**config.mk**
```make
export PLATFORM = sky130hd
export DESIGN_NAME = aci_inserter
export DESIGN_NICKNAME = d
export VERILOG_FILES = /design/src/shared/aci_pkg.sv /design/src/core/aci_anc_packer.sv /design/src/core/aci_inserter.sv
export SDC_FILE = /design/constraint.sdc
export NUM_CORES = 1
export LEC_CHECK = 0
export ABC_AREA = 1
export BUFFER_PORTS_ARGS = -buffer_cell sky130_fd_sc_hd__buf_2
export CAP_MARGIN = 5
export CORE_ASPECT_RATIO = 1.4
export CORE_MARGIN = 2
export CORE_UTILIZATION = 40
export DETAILED_ROUTE_END_ITERATION = 10
export GPL_TIMING_DRIVEN = 0
export PLACE_DENSITY = 0.56
export SYNTH_ARGS = -nofsm -noshare
export SYNTH_HDL_FRONTEND = slang
export SYNTH_HIERARCHICAL = 1
export SYNTH_SLANG_ARGS = --single-unit
```
**constraint.sdc**
```tcl
create_clock -name clk_i -period 4.9 [get_ports clk_i]
set_input_delay 0.98 -clock clk_i [delete_from_list [all_inputs] [get_ports clk_i]]
set_output_delay 0.98 -clock clk_i [all_outputs]
set_load 0.005 [all_outputs]
```
**src/shared/aci_pkg.sv**
```systemverilog
// Package for the ancillary caption and format-code inserter.
// Assumes one 250 MHz clock and a plain register port.
package aci_pkg;

	localparam int CLK_MHZ = 250;
	localparam logic [5:0] LINE_MIN = 6'h09;
	localparam logic [5:0] LINE_MAX = 6'h29;
	localparam logic [5:0] LINE_DEF = 6'h0A;
	localparam logic [3:0] TOPSUP_MAX = 4'hA;
	localparam logic [15:0] CAP_ID = 16'h9669;

	// Register indices
	localparam logic [3:0] REG_CTRL = 4'h0;
	localparam logic [3:0] REG_LINE = 4'h1;
	localparam logic [3:0] REG_RESTORE = 4'h2;
	localparam logic [3:0] REG_CODE = 4'h3;
	localparam logic [3:0] REG_ARC = 4'h4;
	localparam logic [3:0] REG_OVL = 4'h5;
	localparam logic [3:0] REG_CAP = 4'h6;
	localparam logic [3:0] REG_STAT = 4'h7;
	localparam logic [3:0] REG_LIMITS = 4'h8;

	// Restore handshake codes
	localparam logic [1:0] RST_REQ = 2'h1;
	localparam logic [1:0] RST_YES = 2'h2;
	localparam logic [1:0] RST_NO = 2'h3;

	// Control bit positions
	localparam int CTRL_FMT_EN = 0;
	localparam int CTRL_REASPECT = 1;
	localparam int CTRL_SCALER = 2;
	localparam int CTRL_CAP_EN = 3;

	localparam logic [31:0] CTRL_RESET = 32'h0000_0000;
	localparam logic [3:0] CODE_RESET = 4'h0;

	typedef enum logic [2:0] {
		REJ_NONE = 3'b000,
		REJ_NO_ID = 3'b001,
		REJ_RATE = 3'b010,
		REJ_NO_DATA = 3'b011,
		REJ_INACTIVE = 3'b100
	} aci_rej_e;

	typedef struct packed {
		logic [15:0] ident;
		logic [3:0] rate;
		logic data_present;
		logic svc_active;
	} aci_cap_hdr_s;

	typedef struct packed {
		logic valid;
		logic sof;
		logic [9:0] data;
	} aci_word_s;

	typedef struct packed {
		logic [9:0] y;
		logic [9:0] cb;
		logic [9:0] cr;
	} aci_color_s;

endpackage

```
**src/core/aci_anc_packer.sv**
```systemverilog
// Serialises one ancillary packet with a 9-bit checksum.
// Assumes start arrives only while idle.
`timescale 1ns/1ns
module aci_anc_packer (
	input wire logic clk_i,
	input wire logic reset_n_i,
	input wire logic start_i,
	input wire logic [7:0] did_i,
	input wire logic [7:0] sdid_i,
	input wire logic [7:0] payload_i,
	output aci_pkg::aci_word_s word_o,
	output logic busy_o
);
	import aci_pkg::*;

	typedef enum logic [2:0] {
		PK_IDLE = 3'b000,
		PK_HDR = 3'b001,
		PK_DID = 3'b010,
		PK_SDID = 3'b011,
		PK_DC = 3'b100,
		PK_UDW = 3'b101,
		PK_CS = 3'b110
	} aci_pk_e;

	aci_pk_e st_q;
	logic [1:0] hcnt_q;
	logic [8:0] sum_q;
	aci_word_s word_q;

	// Parity on bit 8, inverse on bit 9
	function automatic logic [9:0] par10(input logic [7:0] v);
		par10 = {~(^v), ^v, v};
	endfunction

	wire logic [9:0] did_w = par10(did_i);
	wire logic [9:0] sdid_w = par10(sdid_i);
	wire logic [9:0] dc_w = par10(8'h01);
	wire logic [9:0] udw_w = par10(payload_i);
	wire logic [9:0] cs_w = {~sum_q[8], sum_q};

	always_ff @(posedge clk_i or negedge reset_n_i) begin
		if (!reset_n_i) begin
			st_q <= PK_IDLE;
			hcnt_q <= 2'h0;
			sum_q <= 9'h000;
			word_q <= '0;
		end else begin
			word_q.valid <= st_q != PK_IDLE;
			word_q.sof <= st_q == PK_HDR && hcnt_q == 2'h0;
			unique case (st_q)
				PK_IDLE: begin
					sum_q <= 9'h000;
					hcnt_q <= 2'h0;
					if (start_i) begin
						st_q <= PK_HDR;
					end
				end
				PK_HDR: begin
					word_q.data <= (hcnt_q == 2'h0) ? 10'h000 : 10'h3FF;
					hcnt_q <= hcnt_q + 2'h1;
					if (hcnt_q == 2'h2) begin
						word_q.data <= 10'h3FF;
						st_q <= PK_DID;
					end
				end
				PK_DID: begin
					word_q.data <= did_w;
					sum_q <= sum_q + did_w[8:0];
					st_q <= PK_SDID;
				end
				PK_SDID: begin
					word_q.data <= sdid_w;
					sum_q <= sum_q + sdid_w[8:0];
					st_q <= PK_DC;
				end
				PK_DC: begin
					word_q.data <= dc_w;
					sum_q <= sum_q + dc_w[8:0];
					st_q <= PK_UDW;
				end
				PK_UDW: begin
					word_q.data <= udw_w;
					sum_q <= sum_q + udw_w[8:0];
					st_q <= PK_CS;
				end
				PK_CS: begin
					word_q.data <= cs_w;
					st_q <= PK_IDLE;
				end
				default: st_q <= PK_IDLE;
			endcase
		end
	end

	assign word_o = word_q;
	assign busy_o = st_q != PK_IDLE;
endmodule

```
**src/core/aci_inserter.sv**
```systemverilog
// Ancillary inserter: format code packets, overlay outlines, caption checks.
// Assumes synchronous video timing inputs and a single-cycle register port.
`timescale 1ns/1ns
module aci_inserter #(
	parameter int NUM_CODES = 16,
	parameter int NUM_COLORS = 4
) (
	input wire logic clk_i,
	input wire logic reset_n_i,
	input wire logic [3:0] reg_addr_i,
	input wire logic [31:0] reg_wdata_i,
	input wire logic reg_wr_i,
	input wire logic reg_rd_i,
	output logic [31:0] reg_rdata_o,
	input wire logic [5:0] line_num_i,
	input wire logic line_start_i,
	input wire logic [5:0] fmt_line_lo_i,
	input wire logic [5:0] fmt_line_hi_i,
	input wire logic in_hd_i,
	input wire logic out_hd_i,
	input wire logic [10:0] pix_x_i,
	input wire logic [10:0] pix_y_i,
	input wire aci_pkg::aci_color_s video_i,
	input wire logic [11:0] act_box_i,
	input wire logic [11:0] title_box_i,
	input wire logic hdr_valid_i,
	input wire aci_pkg::aci_cap_hdr_s hdr_i,
	input wire logic [5:0] hdr_line_i,
	input wire logic [3:0] rx_code_i,
	input wire logic rx_code_valid_i,
	output aci_pkg::aci_color_s video_o,
	output aci_pkg::aci_word_s anc_o,
	output logic cap_fwd_o,
	output logic cap_strip_o,
	output logic cap_legacy_only_o,
	output logic [5:0] cap_line_o,
	output logic [3:0] topsup_o,
	output logic [7:0] arc_sel_o
);
	import aci_pkg::*;

	////////////////////////////////////////////////////////////////////////
	// Registers

	logic [31:0] ctrl_q;
	logic [5:0] line_sel_q;
	logic [3:0] code_q;
	logic [7:0] arc_tab_q [NUM_CODES];
	logic [1:0] ovl_en_q;
	logic [1:0] act_col_q;
	logic [1:0] title_col_q;
	logic [3:0] topsup_q;
	logic restore_pend_q;
	logic [31:0] rdata_q;

	function automatic logic sel(input logic [3:0] a, input logic [3:0] idx);
		sel = a == idx;
	endfunction

	wire logic wr_ctrl = reg_wr_i && sel(reg_addr_i, REG_CTRL);
	wire logic wr_line = reg_wr_i && sel(reg_addr_i, REG_LINE);
	wire logic wr_rst = reg_wr_i && sel(reg_addr_i, REG_RESTORE);
	wire logic wr_code = reg_wr_i && sel(reg_addr_i, REG_CODE);
	wire logic wr_arc = reg_wr_i && sel(reg_addr_i, REG_ARC);
	wire logic wr_ovl = reg_wr_i && sel(reg_addr_i, REG_OVL);
	wire logic wr_cap = reg_wr_i && sel(reg_addr_i, REG_CAP);
	wire logic [1:0] rst_cmd = reg_wdata_i[1:0];
	wire logic do_restore = wr_rst && restore_pend_q && rst_cmd == RST_YES;
	wire logic [5:0] line_wr_w = reg_wdata_i[5:0];
	wire logic line_ok = line_wr_w >= LINE_MIN && line_wr_w <= LINE_MAX;
	wire logic [3:0] tsup_w = reg_wdata_i[3:0];
	wire logic [3:0] arc_idx = reg_wdata_i[11:8];

	always_ff @(posedge clk_i or negedge reset_n_i) begin
		if (!reset_n_i) begin
			restore_pend_q <= 1'b0;
		end else if (wr_rst) begin
			restore_pend_q <= rst_cmd == RST_REQ;
		end
	end

	always_ff @(posedge clk_i or negedge reset_n_i) begin
		if (!reset_n_i) begin
			ctrl_q <= CTRL_RESET;
			line_sel_q <= LINE_DEF;
			code_q <= CODE_RESET;
		end else if (do_restore) begin
			ctrl_q <= CTRL_RESET;
			line_sel_q <= LINE_DEF;
			code_q <= CODE_RESET;
		end else begin
			if (wr_ctrl) ctrl_q <= reg_wdata_i;
			if (wr_line && line_ok) line_sel_q <= line_wr_w;
			if (wr_code) code_q <= reg_wdata_i[3:0];
		end
	end

	genvar gi;
	generate
		for (gi = 0; gi < NUM_CODES; gi++) begin : g_arc
			always_ff @(posedge clk_i or negedge reset_n_i) begin
				if (!reset_n_i) begin
					arc_tab_q[gi] <= 8'h00;
				end else if (do_restore) begin
					arc_tab_q[gi] <= 8'h00;
				end else if (wr_arc && arc_idx == 4'(gi)) begin
					arc_tab_q[gi] <= reg_wdata_i[7:0];
				end
			end
		end
	endgenerate

	always_ff @(posedge clk_i or negedge reset_n_i) begin
		if (!reset_n_i) begin
			ovl_en_q <= 2'b00;
			act_col_q <= 2'h0;
			title_col_q <= 2'h0;
		end else if (wr_ovl) begin
			ovl_en_q <= reg_wdata_i[1:0];
			act_col_q <= reg_wdata_i[5:4];
			title_col_q <= reg_wdata_i[9:8];
		end
	end

	always_ff @(posedge clk_i or negedge reset_n_i) begin
		if (!reset_n_i) begin
			topsup_q <= 4'h0;
		end else if (wr_cap) begin
			topsup_q <= tsup_w > TOPSUP_MAX ? TOPSUP_MAX : tsup_w;
		end
	end

	////////////////////////////////////////////////////////////////////////
	// Format code packet insertion

	// Neighbour data on the line is not checked; software keeps it free
	wire logic [5:0] line_lo_w = fmt_line_lo_i > line_sel_q ? fmt_line_lo_i : line_sel_q;
	wire logic [5:0] line_use_w = line_lo_w > fmt_line_hi_i ? fmt_line_hi_i : line_lo_w;
	wire logic fmt_en = ctrl_q[CTRL_FMT_EN];
	wire logic pk_start = fmt_en && line_start_i && line_num_i == line_use_w;
	wire logic pk_busy;
	aci_word_s anc_w;

	aci_anc_packer u_packer (
		.clk_i(clk_i),
		.reset_n_i(reset_n_i),
		.start_i(pk_start && !pk_busy),
		.did_i(8'h41),
		.sdid_i(8'h05),
		.payload_i({1'b0, code_q, 3'b000}),
		.word_o(anc_w),
		.busy_o(pk_busy)
	);

	always_ff @(posedge clk_i or negedge reset_n_i) begin
		if (!reset_n_i) begin
			anc_o <= '0;
		end else begin
			anc_o <= anc_w;
		end
	end

	// Aspect choice: received code when re-aspecting and rx_code_valid_i is set, else attached code
	wire logic use_rx = ctrl_q[CTRL_REASPECT] && rx_code_valid_i;
	wire logic [3:0] arc_code = use_rx ? rx_code_i : code_q;

	always_ff @(posedge clk_i or negedge reset_n_i) begin
		if (!reset_n_i) begin
			arc_sel_o <= 8'h00;
			topsup_o <= 4'h0;
		end else begin
			arc_sel_o <= arc_tab_q[arc_code];
			topsup_o <= topsup_q;
		end
	end

	////////////////////////////////////////////////////////////////////////
	// Overlay outlines

	function automatic logic on_box(input logic [10:0] x, input logic [10:0] y,
		input logic [11:0] b);
		logic [10:0] lo;
		logic [10:0] hx;
		logic [10:0] hy;
		lo = {5'h00, b[5:0]};
		hx = 11'h780 - lo;
		hy = 11'h438 - lo;
		on_box = ((x == lo || x == hx) && y >= lo && y <= hy) ||
			((y == lo || y == hy) && x >= lo && x <= hx);
	endfunction

	function automatic aci_color_s pal(input logic [1:0] c);
		unique case (c)
			2'h0: pal = {10'h3AC, 10'h200, 10'h200};
			2'h1: pal = {10'h040, 10'h200, 10'h200};
			2'h2: pal = {10'h2A0, 10'h090, 10'h3C0};
			2'h3: pal = {10'h250, 10'h3C0, 10'h060};
		endcase
	endfunction

	wire logic hit_act = ovl_en_q[0] && on_box(pix_x_i, pix_y_i, act_box_i);
	wire logic hit_title = ovl_en_q[1] && on_box(pix_x_i, pix_y_i, title_box_i);

	always_ff @(posedge clk_i or negedge reset_n_i) begin
		if (!reset_n_i) begin
			video_o <= '0;
		end else if (hit_title) begin
			video_o <= pal(title_col_q);
		end else if (hit_act) begin
			video_o <= pal(act_col_q);
		end else begin
			video_o <= video_i;
		end
	end

	////////////////////////////////////////////////////////////////////////
	// Caption header checks and status

	wire logic cap_en = ctrl_q[CTRL_CAP_EN];
	wire logic rate_film = hdr_i.rate == 4'h1 || hdr_i.rate == 4'h2;
	aci_rej_e rej_w;
	assign rej_w = hdr_i.ident != CAP_ID ? REJ_NO_ID :
		rate_film ? REJ_RATE :
		!hdr_i.data_present ? REJ_NO_DATA :
		!hdr_i.svc_active ? REJ_INACTIVE : REJ_NONE;
	// Inactive service is only reported; data still passes
	wire logic hdr_ok = rej_w == REJ_NONE || rej_w == REJ_INACTIVE;

	aci_rej_e rej_q;
	logic present_q;
	logic [5:0] in_line_q;

	always_ff @(posedge clk_i or negedge reset_n_i) begin
		if (!reset_n_i) begin
			rej_q <= REJ_NONE;
			present_q <= 1'b0;
			in_line_q <= 6'h00;
			cap_fwd_o <= 1'b0;
		end else begin
			// Caption off does not drop packets; only the strip path removes them
			cap_fwd_o <= hdr_valid_i && hdr_ok;
			if (!cap_en) begin
				present_q <= 1'b0;
			end else if (hdr_valid_i) begin
				rej_q <= rej_w;
				present_q <= hdr_ok;
				if (hdr_ok) in_line_q <= hdr_line_i;
			end
		end
	end

	always_ff @(posedge clk_i or negedge reset_n_i) begin
		if (!reset_n_i) begin
			cap_strip_o <= 1'b0;
			cap_legacy_only_o <= 1'b0;
			cap_line_o <= LINE_DEF;
		end else begin
			cap_strip_o <= !cap_en && ctrl_q[CTRL_SCALER];
			// HD to SD lands on line 21; SD to HD keeps only the older kind
			cap_legacy_only_o <= !in_hd_i && out_hd_i;
			cap_line_o <= out_hd_i ? LINE_DEF : 6'h15;
		end
	end

	////////////////////////////////////////////////////////////////////////
	// Read port

	wire logic [31:0] stat_w = {16'h0000, 2'b00, in_line_q, 4'h0, present_q, rej_q};
	logic [31:0] rmux;
	always_comb begin
		unique case (reg_addr_i)
			REG_CTRL: rmux = ctrl_q;
			REG_LINE: rmux = {26'h000_0000, line_sel_q};
			REG_RESTORE: rmux = {31'h0000_0000, restore_pend_q};
			REG_CODE: rmux = {28'h000_0000, code_q};
			REG_OVL: rmux = {22'h00_0000, title_col_q, 2'b00, act_col_q, 2'b00, ovl_en_q};
			REG_CAP: rmux = {28'h000_0000, topsup_q};
			REG_STAT: rmux = stat_w;
			REG_LIMITS: rmux = {16'h0000, 2'b00, line_use_w, 2'b00, fmt_line_hi_i};
			default: rmux = 32'h0000_0000;
		endcase
	end

	always_ff @(posedge clk_i or negedge reset_n_i) begin
		if (!reset_n_i) begin
			rdata_q <= 32'h0000_0000;
		end else begin
			rdata_q <= reg_rd_i ? rmux : 32'h0000_0000;
		end
	end

	assign reg_rdata_o = rdata_q;
endmodule

```
==> results.json, run 1 <==
{
  "place_hpwl_um": 42600,
  "die-width_um": 177,
  "clockPowerShare": 0.307,
  "timing.rr.start": "line_sel_q[3]$_DFFE_PN1P_",
  "cts_hold_buf": 0,
  "worstHoldStart": "u_packer/word_o[10]$_DFF_PN0_",
  "dieHeight_um": 247,
  "place.gp.congestion": 0.926,
  "setup_viol": 0,
  "crit_path_end_kind": "register",
  "final_hold_viol_count": 0,
  "maxCapViolations": 0,
  "cts_tree": "yes",
  "outcome": "complete, no violations",
  "synth.distinct_cells": 53,
  "place_area_um2": 19100,
  "cts_buffers": 34,
  "post-route-util": 0.489,
  "ctsRootBufferMaster": "clkbuf_16",
  "crit_top_cell": "nand2_1",
  "power_frac_comb": 0.315,
  "cts_sinks": 308,
  "crit_required_ns": 5.34,
  "grt_pass1_wl_um": 85500,
  "clockBufferDepth": 3,
  "wl_per_cell_um": 18.0,
  "p_int_mw": 5.52,
  "yosys_warnings": 6,
  "p_total_mw": 8.62,
  "cpPeakStageDelay_ns": 0.53,
  "maxSlewHeadroom": 0.393,
  "nNetsFinal": 2776,
  "synth_seq_cells": 308,
  "final.setup.tns_ns": 0,
  "syn_area_um2": 16800,
  "p_leak_nw": 10.6,
  "arrival_ns": 4.46,
  "clk_latency_ns": 0.53,
  "vias_per_cell": 5.13,
  "instances_no_fill": 3088,
  "switching_share": 0.359,
  "grt-ovfl-total": 0,
  "crit_slowest_cell": "dfstp_2",
  "p_seq_frac": 0.378,
  "h-tree-depth": 2,
  "critPathLaunch": "line_sel_q[3]$_DFFE_PN1P_",
  "critPathMaxFanout": 10,
  "drive_gt1_frac": 0.156,
  "portBuffers": 252,
  "first_global_vias": 15500,
  "crit_buf_inv": 2,
  "row_count": 88,
  "path_class": "register to register",
  "antenna_found_initial": 2,
  "synth_seq_area_share": 0.458,
  "slew_violations": 0,
  "clock.fmax_mhz": 249,
  "cts_resized": 0,
  "drc": 0,
  "critical-path-top-delay-family": "simple AND/OR/NAND/NOR gates",
  "dr.pass1.iters": 6,
  "die_area_um2": 43800,
  "synth_common_cells": "nand2_1 (585), dfrtp_1 (305), nor2_1 (222)",
  "detail-route-antenna-nets": 0,
  "fillCellCount": 4222,
  "final_area_um2": 20300,
  "crit_chain": "inv_1 -> ha_1 -> nand2_1 -> nor2_1 -> nand2_1 -> nand3_1 -> nand2_1 -> nand2_1 -> nand2_1 -> ha_1 -> nand2_1 -> nor2_1 -> nand3_1 -> nand2_1 -> clkbuf_1 -> nand3_1 -> nand3_1 -> nand2_1 -> nor2_1 -> nand2_1 -> nor2_1 -> o21ai_0 -> o21ai_0",
  "min_period_ns": 4.02,
  "first_iter_violations": 1036,
  "worst_pin_slew_ns": 0.905,
  "synth_edf_count": 0,
  "syn_area_per_cell_um2": 7.80,
  "async_flop_share": 1.00,
  "path_clk_slew_ns": 0.06,
  "finClkSkew_ns": 0.0229,
  "period_share": 0.820,
  "dr_total_vias": 15800,
  "synth_top_cell_by_area": "dfrtp_1",
  "p_sw_mw": 3.09,
  "finalWirelength_um": 55600,
  "synth_cells": 2158,
  "core_um2": 41400,
  "min_path_type": "register to register",
  "power.density_nw_per_um2": 425,
  "place_inst": 3026,
  "start_util": 0.407,
  "yosys_most_used_dff": "dfrtp_1",
  "ios": 266,
  "rsz0062_at_grt": "false",
  "cts_setup_buffers": 0,
  "crit_path_start_kind": "register",
  "r2r_slack_ns": 0.88,
  "synth.most_common_cell": "nand2_1",
  "dp_slack_ns": 0.415,
  "grtUsageTotal": 0.254,
  "vdd_ir_drop_max_uv": 277,
  "grt_start_max_net_pins": 113,
  "synth.area.top_cells": "dfrtp_1 (45%), nand2_1 (13%), o21ai_0 (6.5%)",
  "holdWs_ns": 0.346,
  "syn_to_final_growth_pct": 20.3,
  "post-synth-top-area-fraction": 0.453,
  "setup_slack_ns": 0.882
}
## sequential cells by signal (all words and copies together), names as in the netlist, 3 cells and up
| register | count |
|---|---|
| u_packer/word_o | 12 |
| reg_rdata_o | 32 |
| ctrl_q | 32 |
| rej_q | 3 |
| line_sel_q | 6 |
| topsup_o | 4 |
| code_q | 4 |
| topsup_q | 4 |
| in_line_q | 6 |
| u_packer/st_q | 3 |
| u_packer/sum_q | 9 |
| video_o | 30 |
| arc_tab_q | 128 |
| anc_o | 12 |
| arc_sel_o | 8 |
## kinds of logic after synthesis
kind of cell,share of synthesized area
AND/OR/NAND/NOR,0.241
AO/OA/AOI/OAI,0.147
buffers and inverters,0.0746
flip-flops,0.458
adder cells (fa/ha/maj),0.0621
XOR/XNOR,0.0161
other,0.000446
## cell usage in the layout, fill, tap and decap left out, drive strengths merged, types with 11 or more instances in the layout
master	instances
clkbuf	82
o21ai	278
o211ai	17
a21oi	60
nand2	590
xor2	20
a31oi	18
nor2	228
nor3	21
nand4	29
inv	233
o221ai	16
nand3	101
buf	296
clkinv	11
conb	76
ha	82
o22ai	18
xnor2	11
dfrtp	305
## power groups by stage
stage	registers (mW)	logic, mW	clock network [mW]
2_1_floorplan	3.24	1.77	0
3_3_place_gp	3.29	2.64	0
3_5_place_dp	3.30	2.69	0
4_1_cts	3.26	2.71	2.70
5_1_grt	3.31	3.07	2.80
6_report	3.26	2.72	2.64
## layout make-up
cell class	count	area (um^2)	area share
antenna	1	2.50	0.000124
multi-input combinational	1614	8140	0.402
timing repair buffer	254	1330	0.0655
inverter	236	891	0.0440
tap	540	676	0.0334
sequential	308	7710	0.381
clock buffer	50	1000	0.0495
buffer	74	365	0.0180
clock inverter	11	138	0.00679
## metal layers
metal | routed length (um) | track usage
met2 | 28200 | 0.462
met4 | 2140 | 0.0986
met3 | 3170 | 0.0318
met1 | 22000 | 0.302
met5 | 13 | 0
## worst paths after layout
| kind | end | depth (start not counted) |
|---|---|---|
| min | anc_o[10]$_DFF_PN0_ | 0 |
| min reg2reg | anc_o[10]$_DFF_PN0_ | 0 |
| max | u_packer/st_q[0]$_DFFE_PN0P_ | 23 |
| min in group asynchronous | ctrl_q[16]$_DFFE_PN0P_ | 1 |
| max in group asynchronous | video_o[22]$_DFF_PN0_ | 3 |
| max reg2reg | u_packer/st_q[0]$_DFFE_PN0P_ | 23 |
Power figures use the tool's default switching activity.
==> inputs of run 2 (changes only) <==
--- a/config.mk
+++ b/config.mk
@@ -13,7 +13,7 @@
 export CORE_UTILIZATION = 40
 export DETAILED_ROUTE_END_ITERATION = 10
 export GPL_TIMING_DRIVEN = 0
-export PLACE_DENSITY = 0.56
+export PLACE_DENSITY = 0.58
 export SYNTH_ARGS = -nofsm -noshare
 export SYNTH_HDL_FRONTEND = slang
 export SYNTH_HIERARCHICAL = 1
==> constraint.sdc (replaced) <==
create_clock -name clk_i -period 3.4 [get_ports clk_i]
set_input_delay 0.68 -clock clk_i [delete_from_list [all_inputs] [get_ports clk_i]]
set_output_delay 0.68 -clock clk_i [all_outputs]
set_load 0.005 [all_outputs]
==> run 2 against run 1 <==
  * Clock skew is 0.010 ns lower
  * Total power is 45% higher
  * Die area is the same
  * Cell count grew 0.39%
  * Clock power increased by 39%
  * Global-route usage shrank 0.21 points
  * Largest cell class unchanged
==> results.json, run 2 (same netlist as run 1, synthesis figures left out) <==
{
  "outcome": "complete, no violations",
  "layout_common_cells": "nand2_1 (573), dfrtp_1 (305), buf_2 (282)",
  "antenna_found_initial": 3,
  "place.gp.congestion": 0.963,
  "p_seq_frac": 0.375,
  "wl_per_cell_um": 18.0,
  "min_period_ns": 3.23,
  "ff2ff_path_depth": 23,
  "cts_tree": "yes",
  "grt_start_max_net_pins": 99,
  "p_sw_mw": 4.51,
  "die-width_um": 177,
  "h-tree-depth": 1,
  "finClkSkew_ns": 0.0125,
  "crit_chain": "inv_2 -> ha_4 -> nand2_2 -> nor2_4 -> nand2_2 -> nand3_4 -> nand2_4 -> nand2_2 -> nand2_2 -> ha_4 -> nand2_1 -> nor2_2 -> nand3_1 -> nand2_4 -> buf_8 -> nand3_1 -> nand3_1 -> nand2_1 -> nor2_2 -> nand2_1 -> nor2_2 -> o21ai_1 -> o21ai_1",
  "top_register": "arc_tab_q",
  "crit_top_cell": "nand2_2",
  "cts_buffers": 31,
  "path_clk_slew_ns": 0.07,
  "clockPowerShare": 0.292,
  "drc": 0,
  "die_area_um2": 43800,
  "arrival_ns": 3.72,
  "grt-ovfl-total": 0,
  "vias_per_cell": 5.19,
  "core_um2": 41400,
  "dp_slack_ns": -0.712,
  "first_global_vias": 15400,
  "final_hold_viol_count": 0,
  "cts_hold_buf": 0,
  "crit_buf_inv": 2,
  "power.density_nw_per_um2": 610,
  "timing.rr.start": "line_sel_q[3]$_DFFE_PN1P_",
  "largest_reg_flops": 128,
  "drive_gt1_frac": 0.173,
  "power_frac_comb": 0.333,
  "place_inst": 3027,
  "clk_latency_ns": 0.57,
  "min_path_type": "input pin to async pin",
  "finalWirelength_um": 55800,
  "ios": 266,
  "p_int_mw": 8.02,
  "clock.fmax_mhz": 310,
  "dieHeight_um": 247,
  "ctsRootBufferMaster": "clkbuf_16",
  "rr_endpoint": "u_packer/st_q[0]$_DFFE_PN0P_",
  "place_hpwl_um": 43300,
  "portBuffers": 252,
  "detail-route-antenna-nets": 0,
  "first_iter_violations": 1104,
  "crit_path_end_kind": "register",
  "grtUsageTotal": 0.252,
  "final_common_cell": "nand2_1",
  "setup_slack_ns": 0.171,
  "slew_violations": 0,
  "post-route-util": 0.496,
  "crit_slowest_cell": "dfstp_2",
  "r2r_slack_ns": 0.17,
  "period_share": 0.950,
  "critical-path-top-delay-family": "simple AND/OR/NAND/NOR gates",
  "dr.pass1.iters": 6,
  "instances_no_fill": 3100,
  "dr_total_vias": 16100,
  "grt_pass1_wl_um": 85200,
  "clockBufferDepth": 3,
  "syn_to_final_growth_pct": 22.0,
  "setup_viol": 0,
  "crit_path_start_kind": "register",
  "path_class": "register to register",
  "nNetsFinal": 2785,
  "maxCapViolations": 0,
  "crit_required_ns": 3.89,
  "critPathMaxFanout": 8,
  "cts_sinks": 308,
  "p_leak_nw": 10.7,
  "worst_pin_slew_ns": 0.946,
  "start_util": 0.407,
  "cpPeakStageDelay_ns": 0.54,
  "vdd_ir_drop_max_uv": 409,
  "maxSlewHeadroom": 0.366,
  "row_count": 88,
  "switching_share": 0.360
}
run 2: cell count changes in the layout (fill, tap and decap cells not counted), sizes merged:
| cell | change |
|---|---|
| clkbuf | -5 |
| bufinv | +1 |
| clkinvlp | +1 |
| diode | +4 |
| nand3 | +1 |
| buf | +10 |
run 2: metal layers:
layer	vias to the layer above	part of all wire	global-route usage	wire, um
li1	7781	-	-	-
met1	7592	0.39	0.305	22000
met2	554	0.50	0.449	28100
met3	145	0.060	0.0314	3350
met4	2	0.044	0.103	2450
met5	-	0.00023	0	13
run 2: power groups by stage:
stage | sequential, mW | combinational [mW] | clock [mW]
2_1_floorplan | 4.67 | 2.55 | 0
3_5_place_dp | 4.76 | 3.85 | 0
3_3_place_gp | 4.75 | 3.77 | 0
6_report | 4.70 | 4.17 | 3.66
5_1_grt | 4.77 | 4.69 | 3.88
4_1_cts | 4.70 | 3.90 | 3.73
run 2: worst max-delay path by stage:
stage | endpoint | start | slack, ns | cells past startpoint
6_report | u_packer/st_q[0]$_DFFE_PN0P_ | line_sel_q[3]$_DFFE_PN1P_ | 0.17 | 23
5_1_grt | u_packer/st_q[1]$_DFFE_PN0P_ | line_sel_q[3]$_DFFE_PN1P_ | -0.02 | 25
4_1_cts | u_packer/st_q[0]$_DFFE_PN0P_ | line_sel_q[3]$_DFFE_PN1P_ | 0.02 | 24
3_5_place_dp | u_packer/st_q[0]$_DFFE_PN0P_ | fmt_line_lo_i[5] | -0.71 | 24
3_3_place_gp | video_o[16]$_DFF_PN0_ | reset_n_i | -4.22 | 1
2_1_floorplan | u_packer/st_q[0]$_DFFE_PN0P_ | fmt_line_lo_i[5] | 0.003 | 23
run 2: repair_timing:
item                       in CTS  in global routing
buffers inserted                0                  8
gates resized for setup        10                 42
setup endpoints to repair       4                  2
pin swaps                       0                 17
cloned                          0                  3
run 2: through the flow:
step / power (mW) / hold WS, ns / setup TNS (ns) / instance area, um^2
global route: 13.3 / 0.0365 / -0.0253 / 20500
detailed placement: 8.61 / 0.344 / -6.38 / 19100
finish: 12.5 / 0.0295 / 0 / 20500
CTS: 12.3 / 0.0191 / 0 / 20300
floorplan: 7.22 / 0.331 / 0 / 17100
global placement: 8.52 / 0.339 / -1286.93 / 19000
run 2: cell type report:
cell class	instances	area [um^2]
Buffer	74	377
Fill cell	4188	20900
Tap cell	540	676
Antenna cell	5	12.5
Timing Repair inverter	1	6.26
Clock buffer	45	918
Clock inverter	12	170
Timing Repair Buffer	264	1450
Inverter	236	896
Multi-Input combinational cell	1615	8330
Sequential cell	308	7710
==> inputs of run 3 (changes only) <==
--- a/config.mk
+++ b/config.mk
@@ -14,6 +14,7 @@
 export DETAILED_ROUTE_END_ITERATION = 10
 export GPL_TIMING_DRIVEN = 0
 export PLACE_DENSITY = 0.58
+export RECOVER_POWER = 25
 export SYNTH_ARGS = -nofsm -noshare
 export SYNTH_HDL_FRONTEND = slang
 export SYNTH_HIERARCHICAL = 1
==> run 3 against run 2 <==
  * Via count hardly changed
  * Critical path type unchanged
  * Cell area is 0.15% lower
  * Critical endpoint unchanged
  * Flip-flop and latch count stayed put
  * Cell count hardly changed
  * Clock-buffer cell count stayed put
  * Sequential power hardly changed
  * First-iteration DRC count is 4.4% higher
  * Routed wire length hardly changed
  * Clock skew is 0.00082 ns lower
  * Non-clock buffer count stayed put
  * Utilization is 0.073 points lower
  * Sequential share of layout area is 0.055 points higher
  * The run now ends with capacitance limit, slew limit left
  * Highest routed layer unchanged
==> results.json, run 3 (same netlist as run 1, synthesis figures left out) <==
{
  "violations": "capacitance limit, slew limit",
  "final.setup.tns_ns": 0,
  "slew_violations": 77,
  "period_share": 0.950,
  "crit_path_end_kind": "register",
  "antenna_found_initial": 3,
  "r2r_slack_ns": 0.17,
  "place.gp.congestion": 0.963,
  "drive_gt1_frac": 0.171,
  "nNetsFinal": 2785,
  "p_leak_nw": 10.7,
  "timing.rr.start": "line_sel_q[3]$_DFFE_PN1P_",
  "start_util": 0.407,
  "drc": 0,
  "grt_pass1_wl_um": 85200,
  "wl_per_cell_um": 18.0,
  "clock.fmax_mhz": 310,
  "cts_buffers": 31,
  "setup_viol": 0,
  "vdd_ir_drop_max_uv": 407,
  "final_common_cell": "nand2_1",
  "power.density_nw_per_um2": 611,
  "layout_common_cells": "nand2_1 (573), dfrtp_1 (305), buf_2 (281)",
  "arrival_ns": 3.72,
  "cpPeakStageDelay_ns": 0.54,
  "crit_required_ns": 3.90,
  "critPathMaxFanout": 8,
  "crit_chain": "inv_2 -> ha_4 -> nand2_2 -> nor2_4 -> nand2_2 -> nand3_4 -> nand2_4 -> nand2_2 -> nand2_2 -> ha_4 -> nand2_1 -> nor2_2 -> nand3_1 -> nand2_4 -> buf_8 -> nand3_1 -> nand3_1 -> nand2_1 -> nor2_2 -> nand2_1 -> nor2_2 -> o21ai_1 -> o21ai_1",
  "h-tree-depth": 1,
  "row_count": 88,
  "path_clk_slew_ns": 0.07,
  "first_iter_violations": 1153,
  "dp_slack_ns": -0.712,
  "ctsRootBufferMaster": "clkbuf_16",
  "dr.pass1.iters": 6,
  "clk_latency_ns": 0.57,
  "dieHeight_um": 247,
  "min_path_type": "input pin to async pin",
  "crit_top_cell": "nand2_2",
  "grtUsageTotal": 0.252,
  "crit_buf_inv": 2,
  "grt_start_max_net_pins": 99,
  "portBuffers": 252,
  "die_area_um2": 43800,
  "crit_slowest_cell": "dfstp_2",
  "ios": 266,
  "maxSlewHeadroom": -0.383,
  "cts_sinks": 308,
  "min_period_ns": 3.23,
  "crit_path_start_kind": "register",
  "place_hpwl_um": 43300,
  "vias_per_cell": 5.18,
  "syn_to_final_growth_pct": 21.8,
  "grt-ovfl-total": 0,
  "holdWs_ns": 0.0209,
  "first_global_vias": 15400,
  "largest_reg_flops": 128,
  "setup_slack_ns": 0.170,
  "dr_total_vias": 16100,
  "maxCapViolations": 1,
  "ff2ff_path_depth": 23,
  "outcome": "finished, violations left",
  "finalWirelength_um": 55900,
  "detail-route-antenna-nets": 0,
  "cts_tree": "yes",
  "clockBufferDepth": 3,
  "critical-path-top-delay-family": "simple AND/OR/NAND/NOR gates",
  "finClkSkew_ns": 0.0117,
  "worst_pin_slew_ns": 2.08,
  "top_register": "arc_tab_q",
  "path_class": "register to register",
  "rr_endpoint": "u_packer/st_q[0]$_DFFE_PN0P_",
  "final_hold_viol_count": 0,
  "core_um2": 41400,
  "die-width_um": 177
}
-- run 3: where the power goes --
| group | switching (mW) | total (mW) | leakage, nW | internal, mW |
|---|---|---|---|---|
| registers | 0.373 | 4.70 | 3.95 | 4.33 |
| clock network | 1.49 | 3.66 | 0.537 | 2.17 |
| logic | 2.65 | 4.16 | 6.20 | 1.51 |
| total | 4.51 | 12.5 | 10.7 | 8.01 |
-- run 3: metrics by stage --
stage,instances,cell area [um^2],util,total power [mW]
final,3099,20500,0.495,12.5
after global routing,3096,20500,0.495,13.3
after CTS,3084,20300,0.490,12.3
after detailed placement,3027,19100,0.462,8.61
after global placement,3024,19000,0.460,8.52
after floorplan,2232,17100,-,7.22
-- run 3: cell type report --
| class | instances | area, um^2 |
|---|---|---|
| tap | 540 | 676 |
| sequential | 308 | 7710 |
| inverter | 236 | 896 |
| clock buffer | 45 | 918 |
| fill | 4193 | 20900 |
| multi-input combinational | 1615 | 8330 |
| antenna | 4 | 10.0 |
| buffer | 74 | 373 |
| timing repair inverter | 1 | 6.26 |
| timing repair buffer | 264 | 1420 |
| clock inverter | 12 | 170 |
-- run 3: per-layer routing --
| metal | up-vias | part of all wire | routed length [um] | track usage |
|---|---|---|---|---|
| li1 | 7776 | - | - | - |
| met1 | 7607 | 0.40 | 22100 | 0.305 |
| met2 | 543 | 0.51 | 28200 | 0.449 |
| met3 | 133 | 0.059 | 3280 | 0.0314 |
| met4 | 2 | 0.040 | 2240 | 0.103 |
| met5 | - | 0.00023 | 13 | 0 |
-- run 3: worst max path at each step --
stage,end,cells past startpoint,start,slack (ns)
finish,u_packer/st_q[0]$_DFFE_PN0P_,23,line_sel_q[3]$_DFFE_PN1P_,0.17
floorplan,u_packer/st_q[0]$_DFFE_PN0P_,23,fmt_line_lo_i[5],0.003
detailed placement,u_packer/st_q[0]$_DFFE_PN0P_,24,fmt_line_lo_i[5],-0.71
global placement,video_o[16]$_DFF_PN0_,1,reset_n_i,-4.22
global route,u_packer/st_q[1]$_DFFE_PN0P_,25,line_sel_q[3]$_DFFE_PN1P_,-0.02
CTS,u_packer/st_q[0]$_DFFE_PN0P_,24,line_sel_q[3]$_DFFE_PN1P_,0.02
-- run 3: worst register-to-register path, cell delays in order, from the launching register on --
cell	delay, ns
dfstp_2	0.54
inv_2	0.05
ha_4	0.27
nand2_2	0.06
nor2_4	0.14
nand2_2	0.09
nand3_4	0.11
nand2_4	0.10
nand2_2	0.09
nand2_2	0.08
ha_4	0.27
nand2_1	0.06
nor2_2	0.12
nand3_1	0.13
nand2_4	0.15
buf_8	0.13
nand3_1	0.09
nand3_1	0.09
nand2_1	0.06
nor2_2	0.11
nand2_1	0.08
nor2_2	0.14
o21ai_1	0.09
o21ai_1	0.11
-- run 3: what timing repair did --
action / in CTS / in global routing
resized for setup: 10 / 42
buffers inserted: 0 / 8
hold buffers: 0 / 0
cloned: 0 / 3
endpoints found under the setup margin: 4 / 2
pin swaps: 0 / 17
